### config.mk
export PLATFORM = sky130hd
export DESIGN_NAME = line_diagnostics_control_regs
export DESIGN_NICKNAME = d
export VERILOG_FILES = /design/src/verilog/line_diagnostics_control_regs.v
export VERILOG_INCLUDE_DIRS = /design/src /design/src/inc
export SDC_FILE = /design/constraint.sdc
export NUM_CORES = 1
export LEC_CHECK = 0
export ABC_AREA = 1
export BUFFER_PORTS_ARGS = -buffer_cell sky130_fd_sc_hd__buf_2
export CORE_MARGIN = 5
export CORE_UTILIZATION = 52
export DETAILED_ROUTE_END_ITERATION = 8
export PLACE_DENSITY = 0.76
export SETUP_SLACK_MARGIN = 0.4
export SLEW_MARGIN = 25
export SYNTH_ARGS = -nofsm -noshare
export SYNTH_HDL_FRONTEND = slang
export SYNTH_SLANG_ARGS = --single-unit
### constraint.sdc
create_clock -name clk -period 2.4 [get_ports clk]
set_input_delay 0.48 -clock clk [delete_from_list [all_inputs] [get_ports clk]]
set_output_delay 0.48 -clock clk [all_outputs]
set_load 0.005 [all_outputs]
### src/inc/line_diag_defs.vh
`ifndef LINE_DIAG_DEFS_VH
`define LINE_DIAG_DEFS_VH

// ------------------------------------------------------------
// Register indices within one channel block (byte addr = 4 * index).
// ------------------------------------------------------------
`define IDX_PAT_ALARM   6'h0a
`define IDX_LOOPBACK    6'h0b
`define IDX_CODE_LEN    6'h0c
`define IDX_TX_CODE     6'h0d
`define IDX_RX_ACT      6'h0e
`define IDX_RX_DEACT    6'h0f
`define IDX_W           8
`define CH_HI           7
`define CH_LO           6
`define OFS_HI          5

// ------------------------------------------------------------
// Reset values and writable-bit masks.
// ------------------------------------------------------------
`define RST_PAT_ALARM   8'h00
`define RST_LOOPBACK    8'h00
`define RST_CODE_LEN    8'h01
`define RST_TX_CODE     8'h01
`define RST_RX_ACT      8'h01
`define RST_RX_DEACT    8'h09
`define MSK_PAT_ALARM   8'h7f
`define MSK_LOOPBACK    8'h0f
`define MSK_CODE_LEN    8'h3f
`define MSK_FULL        8'hff

// ------------------------------------------------------------
// Field positions.
// ------------------------------------------------------------
`define TX_PATTERN_SELECT_HI         6
`define TX_PATTERN_SELECT_LO         5
`define PCLK_BIT        4
`define INV_BIT         3
`define CRIT_BIT        2
`define ALARM_INSERT_ENABLE_BIT        1
`define AUTO_ALL_ONES_ENABLE_BIT        0
`define AUTO_FAR_LOOP_ENABLE_BIT        3
`define RLP_BIT         2
`define ALP_BIT         1
`define DLP_BIT         0
`define TXLEN_HI        5
`define TXLEN_LO        4
`define RXALEN_HI       3
`define RXALEN_LO       2
`define RXDLEN_HI       1
`define RXDLEN_LO       0

// ------------------------------------------------------------
// Pattern selections and sequence generator constants.
// ------------------------------------------------------------
`define PAT_NORMAL      2'h0
`define PAT_ONES        2'h1
`define PAT_PRBS        2'h2
`define PAT_CODE        2'h3
`define MIN_CODE_LEN    3'h4
`define E1_TAP_A        14
`define E1_TAP_B        13
`define T1_TAP_A        19
`define T1_TAP_B        16
`define LFSR_SEED       20'h00001

`endif

### src/verilog/line_diagnostics_control_regs.v
// Implementation choice: the Wishbone interface to the registers.
`timescale 1ns/1ps
`default_nettype none
`include "line_diag_defs.vh"

module line_diagnostics_control_regs (
    input  wire        clk,
    input  wire        rst_n,
    input  wire        wb_cyc_i,
    input  wire        wb_stb_i,
    input  wire        wb_we_i,
    input  wire [9:0]  wb_adr_i,
    input  wire [3:0]  wb_sel_i,
    input  wire [31:0] wb_dat_i,
    output reg  [31:0] wb_dat_o,
    output wire        wb_ack_o,
    input  wire        e1Mode,
    input  wire        mclkEn,
    input  wire [3:0]  txClkEn,
    input  wire [3:0]  txData,
    input  wire [3:0]  los,
    input  wire [3:0]  rxPosIn,
    input  wire [3:0]  rxNegIn,
    input  wire [3:0]  rxClkIn,
    input  wire [3:0]  rxSeqIn,
    output reg  [3:0]  txLineData,
    output reg  [3:0]  rxPositiveDataOut,
    output reg  [3:0]  rxNegativeDataOut,
    output reg  [3:0]  rxClockOut,
    output reg  [3:0]  rxCheckData,
    output reg  [3:0]  patternRefClockSelect,
    output reg  [3:0]  detectCriterionSelect,
    output reg  [3:0]  autoFarLoopEnable,
    output reg  [3:0]  farLoopEnable,
    output reg  [3:0]  analogLoopEnable,
    output reg  [3:0]  digitalLoopEnable,
    output reg  [7:0]  rxActivateLength,
    output reg  [7:0]  rxDeactivateLength,
    output reg  [31:0] rxActivateCodeValue,
    output reg  [31:0] rxDeactivateCodeValue
);

    // ------------------------------------------------------------
    // Storage and helpers.
    // ------------------------------------------------------------

    // One copy of each channel register per channel, indexed by channel; ack and alarm timing registers are shared.
    reg [7:0]  patAlarm_reg [0:3];
    reg [7:0]  loopback_reg [0:3];
    reg [7:0]  codeLen_reg  [0:3];
    reg [7:0]  txCode_reg   [0:3];
    reg [7:0]  rxAct_reg    [0:3];
    reg [7:0]  rxDeact_reg  [0:3];
    reg [19:0] lfsr_reg     [0:3];
    reg [2:0]  codePtr_reg  [0:3];
    reg        ack_reg;
    reg        aisPhase_reg;
    reg        aisBit_reg;

    // ------------------------------------------------------------
    // Address decoding.
    // ------------------------------------------------------------

    // The word index drops the byte lanes; its top two bits pick the
    // channel, which puts the four copies one 0x40 block apart.
    wire [`IDX_W-1:0]  regIdx = wb_adr_i[9:2];
    wire [1:0]         chSel  = regIdx[`CH_HI:`CH_LO];
    wire [`OFS_HI:0]   ofs    = regIdx[`OFS_HI:0];
    wire               busReq = wb_cyc_i & wb_stb_i;

    // A request is taken only while ack is low, so a master that keeps
    // its strobe up through the ack cycle does not write the same word again there.
    wire               wrEn   = busReq & wb_we_i & wb_sel_i[0] & ~ack_reg;

    // ------------------------------------------------------------
    // Helper functions.
    // ------------------------------------------------------------

    // Highest bit index of a repeating code for a two-bit length code.
    function [2:0] codeTop;
        input [1:0] lenCode;
        begin
            codeTop = `MIN_CODE_LEN + {1'b0, lenCode};
        end
    endfunction

    // Read value of one register of one channel, zero when unmapped.
    function [7:0] readReg;
        input [`OFS_HI:0] o;
        input [7:0] pa;
        input [7:0] lb;
        input [7:0] cl;
        input [7:0] tc;
        input [7:0] ra;
        input [7:0] rd;
        begin
            case (o)
                `IDX_PAT_ALARM: readReg = pa;
                `IDX_LOOPBACK:  readReg = lb;
                `IDX_CODE_LEN:  readReg = cl;
                `IDX_TX_CODE:   readReg = tc;
                `IDX_RX_ACT:    readReg = ra;
                `IDX_RX_DEACT:  readReg = rd;
                default:        readReg = 8'h00;
            endcase
        end
    endfunction

    // Next state of the shared-width sequence generator.
    function [19:0] lfsrStep;
        input [19:0] s;
        input        e1;
        reg          fb;
        reg          dead;
        begin
            fb   = 1'b0;
            dead = 1'b0;
            if (e1) begin
                fb   = s[`E1_TAP_A] ^ s[`E1_TAP_B];
                dead = ~|s[`E1_TAP_A:0];
            end else begin
                fb   = s[`T1_TAP_A] ^ s[`T1_TAP_B];
                dead = ~|s;
            end
            // A zero state would lock up; reseed it instead.
            lfsrStep = {s[18:0], fb | dead};
        end
    endfunction

    // Clock enable of one channel's pattern logic: the master clock
    // enable when the reference bit is set, else the channel's own.
    function patternTick;
        input refSel;
        input masterEn;
        input chanEn;
        begin
            patternTick = refSel ? masterEn : chanEn;
        end
    endfunction

    // ------------------------------------------------------------
    // Wishbone classic slave.
    // ------------------------------------------------------------

    // Single-cycle answer; ack drops the cycle after it was given.
    // Read data is refreshed every cycle from the held address, so it
    // stands unchanged in the ack cycle where the master takes it.
    always @(posedge clk) begin
        if (!rst_n) begin
            ack_reg  <= 1'b0;
            wb_dat_o <= 32'h00000000;
        end else begin
            ack_reg  <= busReq & ~ack_reg;
            wb_dat_o <= {24'h000000,
                         readReg(ofs, patAlarm_reg[chSel],
                                 loopback_reg[chSel], codeLen_reg[chSel],
                                 txCode_reg[chSel], rxAct_reg[chSel],
                                 rxDeact_reg[chSel])};
        end
    end

    assign wb_ack_o = ack_reg;

    // Register writes; only the low byte lane carries data.
    always @(posedge clk) begin : regWriteProc
        integer i;
        if (!rst_n) begin
            for (i = 0; i < 4; i = i + 1) begin
                patAlarm_reg[i] <= `RST_PAT_ALARM;
                loopback_reg[i] <= `RST_LOOPBACK;
                codeLen_reg[i]  <= `RST_CODE_LEN;
                txCode_reg[i]   <= `RST_TX_CODE;
                rxAct_reg[i]    <= `RST_RX_ACT;
                rxDeact_reg[i]  <= `RST_RX_DEACT;
            end
        end else if (wrEn) begin
            // Masks keep reserved bits at zero whatever is written.
            case (ofs)
                `IDX_PAT_ALARM:
                    patAlarm_reg[chSel] <= wb_dat_i[7:0] & `MSK_PAT_ALARM;
                `IDX_LOOPBACK:
                    loopback_reg[chSel] <= wb_dat_i[7:0] & `MSK_LOOPBACK;
                `IDX_CODE_LEN:
                    codeLen_reg[chSel]  <= wb_dat_i[7:0] & `MSK_CODE_LEN;
                `IDX_TX_CODE:
                    txCode_reg[chSel]   <= wb_dat_i[7:0] & `MSK_FULL;
                `IDX_RX_ACT:
                    rxAct_reg[chSel]    <= wb_dat_i[7:0] & `MSK_FULL;
                `IDX_RX_DEACT:
                    rxDeact_reg[chSel]  <= wb_dat_i[7:0] & `MSK_FULL;
                default: begin
                end
            endcase
        end
    end

    // ------------------------------------------------------------
    // Alarm signal timing.
    // ------------------------------------------------------------

    // The substitute receive clock runs from the master clock enable,
    // since the recovered clock is meaningless while the line is lost.
    // Each substitute bit spans one full period of that clock.
    always @(posedge clk) begin
        if (!rst_n) begin
            aisPhase_reg <= 1'b0;
            aisBit_reg   <= 1'b0;
        end else if (mclkEn) begin
            aisPhase_reg <= ~aisPhase_reg;
            if (aisPhase_reg) begin
                aisBit_reg <= ~aisBit_reg;
            end
        end
    end

    // ------------------------------------------------------------
    // Per-channel transmit pattern engine.
    // ------------------------------------------------------------

    // Sequence generator and code pointer advance on the chosen clock.
    // The generator runs whatever the pattern, so a switch to the
    // sequence picks up mid-stream instead of restarting from the seed.
    always @(posedge clk) begin : patternGenProc
        integer i;
        if (!rst_n) begin
            for (i = 0; i < 4; i = i + 1) begin
                lfsr_reg[i]    <= `LFSR_SEED;
                codePtr_reg[i] <= `MIN_CODE_LEN;
            end
        end else begin
            for (i = 0; i < 4; i = i + 1) begin
                if (patternTick(patAlarm_reg[i][`PCLK_BIT], mclkEn,
                                txClkEn[i])) begin
                    lfsr_reg[i] <= lfsrStep(lfsr_reg[i], e1Mode);
                end
                if (patAlarm_reg[i][`TX_PATTERN_SELECT_HI:`TX_PATTERN_SELECT_LO] != `PAT_CODE) begin
                    // Park on the top bit so the code starts MSB first.
                    codePtr_reg[i] <= codeTop(
                        codeLen_reg[i][`TXLEN_HI:`TXLEN_LO]);
                end else if (patternTick(patAlarm_reg[i][`PCLK_BIT],
                                         mclkEn, txClkEn[i])) begin
                    if (codePtr_reg[i] == 3'h0) begin
                        codePtr_reg[i] <= codeTop(
                            codeLen_reg[i][`TXLEN_HI:`TXLEN_LO]);
                    end else begin
                        codePtr_reg[i] <= codePtr_reg[i] - 3'h1;
                    end
                end
            end
        end
    end

    // Transmit data selection, held between clock enables. Normal data
    // is retimed by one tick like the patterns, so every source leaves
    // on the same edge and a pattern switch lines up with the bit grid.
    always @(posedge clk) begin : txSelectProc
        integer i;
        if (!rst_n) begin
            txLineData <= 4'h0;
        end else begin
            for (i = 0; i < 4; i = i + 1) begin
                if (patternTick(patAlarm_reg[i][`PCLK_BIT], mclkEn,
                                txClkEn[i])) begin
                    case (patAlarm_reg[i][`TX_PATTERN_SELECT_HI:`TX_PATTERN_SELECT_LO])
                        `PAT_NORMAL:
                            // Master reference with no pattern sends zeros.
                            txLineData[i] <= ~patAlarm_reg[i][`PCLK_BIT]
                                             & txData[i];
                        `PAT_ONES:
                            // With auto mode the ones go out only on loss.
                            txLineData[i] <= patAlarm_reg[i][`AUTO_ALL_ONES_ENABLE_BIT] ?
                                             (los[i] | txData[i]) :
                                             1'b1;
                        `PAT_PRBS:
                            txLineData[i] <= (e1Mode ?
                                lfsr_reg[i][`E1_TAP_A] :
                                lfsr_reg[i][`T1_TAP_A]) ^
                                patAlarm_reg[i][`INV_BIT];
                        `PAT_CODE:
                            txLineData[i] <=
                                txCode_reg[i][codePtr_reg[i]];
                        default:
                            txLineData[i] <= txData[i];
                    endcase
                end
            end
        end
    end

    // ------------------------------------------------------------
    // Receive path substitution and checker input.
    // ------------------------------------------------------------

    // Alarm replaces data and clock only while loss persists, so a
    // recovering line returns to live data on the next cycle.
    always @(posedge clk) begin : rxPathProc
        integer i;
        if (!rst_n) begin
            rxPositiveDataOut <= 4'h0;
            rxNegativeDataOut <= 4'h0;
            rxClockOut        <= 4'h0;
            rxCheckData       <= 4'h0;
        end else begin
            for (i = 0; i < 4; i = i + 1) begin
                if (patAlarm_reg[i][`ALARM_INSERT_ENABLE_BIT] & los[i]) begin
                    rxPositiveDataOut[i] <= aisBit_reg;
                    rxNegativeDataOut[i] <= ~aisBit_reg;
                    rxClockOut[i]        <= aisPhase_reg;
                end else begin
                    rxPositiveDataOut[i] <= rxPosIn[i];
                    rxNegativeDataOut[i] <= rxNegIn[i];
                    rxClockOut[i]        <= rxClkIn[i];
                end
                rxCheckData[i] <= rxSeqIn[i] ^
                                  patAlarm_reg[i][`INV_BIT];
            end
        end
    end

    // ------------------------------------------------------------
    // Control outputs to the line and receive blocks.
    // ------------------------------------------------------------

    // Registered copies keep the outputs glitch free and flop driven.
    // They trail the register by one cycle, far below any line rate.
    always @(posedge clk) begin : ctlCopyProc
        integer i;
        if (!rst_n) begin
            patternRefClockSelect <= 4'h0;
            detectCriterionSelect <= 4'h0;
            autoFarLoopEnable     <= 4'h0;
            farLoopEnable         <= 4'h0;
            analogLoopEnable      <= 4'h0;
            digitalLoopEnable     <= 4'h0;
            rxActivateLength      <= 8'h00;
            rxDeactivateLength    <= 8'h00;
            rxActivateCodeValue   <= 32'h00000000;
            rxDeactivateCodeValue <= 32'h00000000;
        end else begin
            for (i = 0; i < 4; i = i + 1) begin
                patternRefClockSelect[i] <= patAlarm_reg[i][`PCLK_BIT];
                detectCriterionSelect[i] <=
                    patAlarm_reg[i][`CRIT_BIT];
                autoFarLoopEnable[i] <= loopback_reg[i][`AUTO_FAR_LOOP_ENABLE_BIT];
                farLoopEnable[i]     <= loopback_reg[i][`RLP_BIT];
                analogLoopEnable[i]  <= loopback_reg[i][`ALP_BIT];
                digitalLoopEnable[i] <= loopback_reg[i][`DLP_BIT];
                rxActivateLength[2*i +: 2] <=
                    codeLen_reg[i][`RXALEN_HI:`RXALEN_LO];
                rxDeactivateLength[2*i +: 2] <=
                    codeLen_reg[i][`RXDLEN_HI:`RXDLEN_LO];
                rxActivateCodeValue[8*i +: 8]   <= rxAct_reg[i];
                rxDeactivateCodeValue[8*i +: 8] <= rxDeact_reg[i];
            end
        end
    end

endmodule // line_diagnostics_control_regs

`default_nettype wire
# After elaboration in Yosys (flattened, before gate mapping)
# Memory sizes are Yosys's and may differ from the RTL's. A register that Yosys moved wholly into a read port is not among the register bits.
# Cells that the tools add are included.
# classes
n_addsub,8
n_lt_le_gt_ge,4
n_eq_ne,22
mux,184
bitwise,60
reduce_logical,43
# op_table
operator,n
$mux 1,147
$mux 20,4
$reduce_or 20->1,4
$reduce_or 15->1,4
$pmux 8 s6,1
$eq 6x4->1 const B,6
$mux 3,12
$mux 8,3
$or 1x1->1,24
$reduce_or 8->1,3
$logic_not 1->1,20
$eq 2x2->1 const B,8
$lt 3x4->1 const B,4
$pmux 1 s4,4
$xor 1x1->1,16
$and 1x1->1,13
$add 3x2->3 const A,4
$bmux 1 s3,4
$logic_not 3->1,4
$mux 2,6
$sub 3x1->3 const B,4
$eq 2x1->1 const B,4
$logic_not 2->1,4
$ne 2x2->1 const B,4
8 further kinds,14
# word_totals
register_bits,79
mem_bits_rw,256
out_inout_bits,157
word_cells,346
memories,8
# mem_list
memory,words,word_bits,read_ports,rd_ports_with_merged_regs,write_ports,line,rtl
lfsr_reg,4,20,4,0,4,line_diagnostics_control_regs.v:54,reg [19:0] lfsr_reg [0:3];
rxAct_reg,4,8,5,4,4,line_diagnostics_control_regs.v:52,reg [7:0] rxAct_reg [0:3];
rxDeact_reg,4,8,5,4,4,line_diagnostics_control_regs.v:53,reg [7:0] rxDeact_reg [0:3];
txCode_reg,4,8,5,0,4,line_diagnostics_control_regs.v:51,reg [7:0] txCode_reg [0:3];
patAlarm_reg,4,7,5,0,4,line_diagnostics_control_regs.v:48,reg [7:0] patAlarm_reg [0:3];
codeLen_reg,4,6,5,0,4,line_diagnostics_control_regs.v:50,reg [7:0] codeLen_reg [0:3];
2 more memories,n/a,n/a,n/a,n/a,n/a,n/a,

# Depth between registers and ports, before layout
# depth
depth_word,9
mapped_depth,11

# Worst setup path after synthesis
# OpenSTA, ideal clock, no wires.
# synth_path
path_kind,input-to-reg
start,input port wb_adr_i[9]
end,memory rxAct_reg[3][0] (enable)
setup_time_ns,0.384
t_arrival_ns,2.026
slack_ns,-0.010
cell_stages,6
path_cell_list,buf_2 > buf_2 > buf_2 > buf_2 > nand2_1 > o21ai_0
# synth_lines
element,line,rtl
"start, declared",line_diagnostics_control_regs.v:12,"input wire [9:0] wb_adr_i,"
"end, declared",line_diagnostics_control_regs.v:52,

==> run summary <==
Grt ovf: 0
Area of the multi-input gates: 4960 µm²
Reg clk slew, reported paths: 60 ps
M1 GR Usage: 29.9%
H-tree depth: 2
Mux cell area share after synthesis: 0%
R2r startpoint: wb_ack_o$_SDFF_PN0_
Final Hold Fails: 0
Reg2reg end: rxDeact_reg[2][2]$_SDFFCE_PN0P_
Clock buffer depth: 3
First-pass DRT Iterations: 5
DR DRC count: 0
Fillers: 2444
Synth Instances: 1795
Pre-CTS setup slack: 43.7 ps
Simple logic cell fraction of the synthesized area: 21.0%
Synth unique cells: 38
Worst Hold Class: primary input to flop
Worst-path cell chain: nand3b_1, nor2_4, buf_4, nand2_4, nor2_4, nand2_4, nor2_4, inv_2, nand2_4
Core box area: 31600 µm²
Most frequent cells after synthesis: nand2_1 (324), nor2_1 (316), inv_1 (264), edfxtp_1 (256), o21ai_0 (136)
Syn Area/Cell: 9.29 µm²
Worst Setup EP: rxDeact_reg[2][2]$_SDFFCE_PN0P_
Initial antenna violation count: 1
Synth-to-Final Area Change: 18.8%
Synth Area in Compound Gates: 6.38%
Worst-margin pin slew: 692 ps
Count of state elements after synthesis: 391
WHS: 158 ps
Slowest cell on crit path: dfxtp_2
Die ar.: 35800 µm²
RSZ-0062 raised after global routing: true
Global-route wire length before repair: 64700 µm
Area share of fa/ha/maj cells after synthesis: 0.600%
Num Clock Sinks: 391
Post-Route WL: 41200 µm
Grt met3 use: 4.22%
Levels on crit path: 9
Critical Path RT: 2650 ps
Warnings from Yosys: 0
Clk root buf: clkbuf_16
HP Start: rxClkIn[0]
CTS buffer count: 42
Via density: 5.23
Cell taking the most area after synthesis: edfxtp_1
Final Worst Setup Slack: 413 ps
Critical Path Source: wb_ack_o$_SDFF_PN0_
TritonCTS clock tree: built
Register area share after synthesis: 62.3%
Crit path arrival time: 2240 ps
Wire per inst: 16.9 µm
Setup TNS: 0 ps
Hold-fix buffers at CTS: 0
Via Count: 12700
Port bufs: 184
Pin count of the biggest net entering global routing: 72
Period Utilization, post-route: 82.8%
All-Layer GR Usage: 22.5%
Fmax: 0.503 GHz
Xor/xnor share of the synthesized area: 0.525%
Die width: 189 µm
FF-to-FF path depth: 9
Pleak: 0.00918 µW
Delay-heaviest family, CP: simple AND/OR/NAND/NOR gates
EDFF count, synth: 256
Initial Utilization: 52.7%
Initial DRC count: 1385
Die H: 189 µm
Setup violators final: 0
M2 GR Usage: 37.6%
Status: finished clean
Count leader, synth: nand2_1
Fraction of layout cells with a size suffix above 1: 19.4%
Clk_skew: 25.3 ps
Setup CP Type: flop to flop
Worst setup SP type: flop
Final Critical Period: 1990 ps
Register area: 10400 µm²
Crit path max fanout: 8
Largest stage delay on the critical path: 320 ps
Row cnt: 65
Post-DP HPWL: 28600 µm
Clock Latency Late Sink: 550 ps
NumNets Final: 2089
GP Congestion: 0.925
Ys flop type: edfxtp_1
Top cells by area, synth: edfxtp_1 (46%), dfxtp_1 (16%), nand2_1 (7.3%), nor2_1 (7.1%), inv_1 (5.9%)
Synth top area share: 46.1%
Max VDD drop: 0.000475 V
Max Cap Violations: 0
CP Buf/Inv Count: 2
Max FFs per register: 80
Async S/R FF share, synth: 0%
Final Util: 62.7%
Ports: 238
CP endpoint kind: flop
Power Dens Cells: 789 nW/µm²
GR peak layer: met2
Max-slew headroom: 53.8%
Max Slew Vio Count: 0
Post-route ant nets: 0
Combinational family with the most area after synthesis: simple AND/OR/NAND/NOR gates
Vias in the first global route: 12300
Post-Syn Area: 16700 µm²
R2R setup slack: 410 ps
-- placed cells by master (no fill, tap or decap), types with 4 or more instances in the layout --
cell         n
clkinv_1     7
buf_12       5
o31ai_1      4
o21ai_1      5
nor3_4       4
buf_4       55
o21ai_0    125
a21oi_1     35
nand2_2     18
inv_1      264
clkbuf_16   46
nor3_1      34
nor2_2      14
nand4_1     10
nand3_1     53
conb_1      24
nor2_4       9
ha_1         8
bufinv_16    5
clkinv_2     4
nand2_1    314
edfxtp_1   256
nor3_2       8
buf_2      182
inv_2        7
o211ai_1    10
clkbuf_1     5
nor4_1      12
xnor2_1      9
o22ai_1      9
clkbuf_8     4
dfxtp_1    134
nand2_4      8
nor2_1     315
-- layout make-up --
cell class,count,area share [%]
Antenna cell,1,0.0126
Clock buffer,57,6.25
Clock inverter,21,1.29
Inverter,274,5.20
Multi-Input combinational cell,1048,25.0
Sequential cell,391,52.4
Tap cell,402,2.54
Timing Repair Buffer,243,7.24
-- power breakdown --
| group | internal (µW) | leakage (µW) | total, µW | switching (µW) |
|---|---|---|---|---|
| Combinational | 377 | 0.00473 | 1150 | 774 |
| Sequential | 7480 | 0.00372 | 7660 | 173 |
| Clock | 4190 | 0.000733 | 6830 | 2630 |
-- cells by family after synthesis --
group	after synthesis
AOI/OAI and AO/OA	200
xor gates and xnor gates	10
adders and majority gates	8
buffers and inverters	379
DFF	391
other	1
and+or+nand+nor	806
-- worst register-to-register path: stages (launching register included) --
cell and delay (ps):
dfxtp_2 320, nand3b_1 220, nor2_4 270, buf_4 180
nand2_4 70, nor2_4 190, nand2_4 100, nor2_4 110
inv_2 100, nand2_4 130
-- through the flow --
stage               std cells  cell area, µm²  total power, µW
floorplan                1818           16800             8450
CTS                      2432           19700            15700
finish                   2437           19800            15600
global route             2437           19800            16200
global placement         2353           18200             8880
detailed placement       2353           18200             8920
-- metal layers --
| layer | vias to the layer above | routed length, µm |
|---|---|---|
| met5 | - | 0 |
| met4 | 0 | 1150 |
| met3 | 90 | 3970 |
| met2 | 638 | 19900 |
| met1 | 5913 | 16200 |
| li1 | 6097 | - |
-- how the worst min path moves through the flow --
stage	to	slack, ps	cells after the start
finish	rxClockOut[0]$_SDFF_PN0_	160	3
CTS	rxClockOut[0]$_SDFF_PN0_	160	3
floorplan	analogLoopEnable[1]$_SDFF_PN0_	420	2
global route	rxClockOut[3]$_SDFF_PN0_	170	3
global placement	rxActivateLength[7]$_SDFF_PN0_	440	2
detailed placement	rxActivateLength[2]$_SDFF_PN0_	440	2
-- repair_timing --
item,4_1_cts,5_1_grt
resized for setup,4,11
hold endpoints to repair,0,0
endpoints found under the setup margin,36,69
buffers inserted,1,4
pin swaps,1,3
No activity file was read; power rests on OpenSTA's default activity.
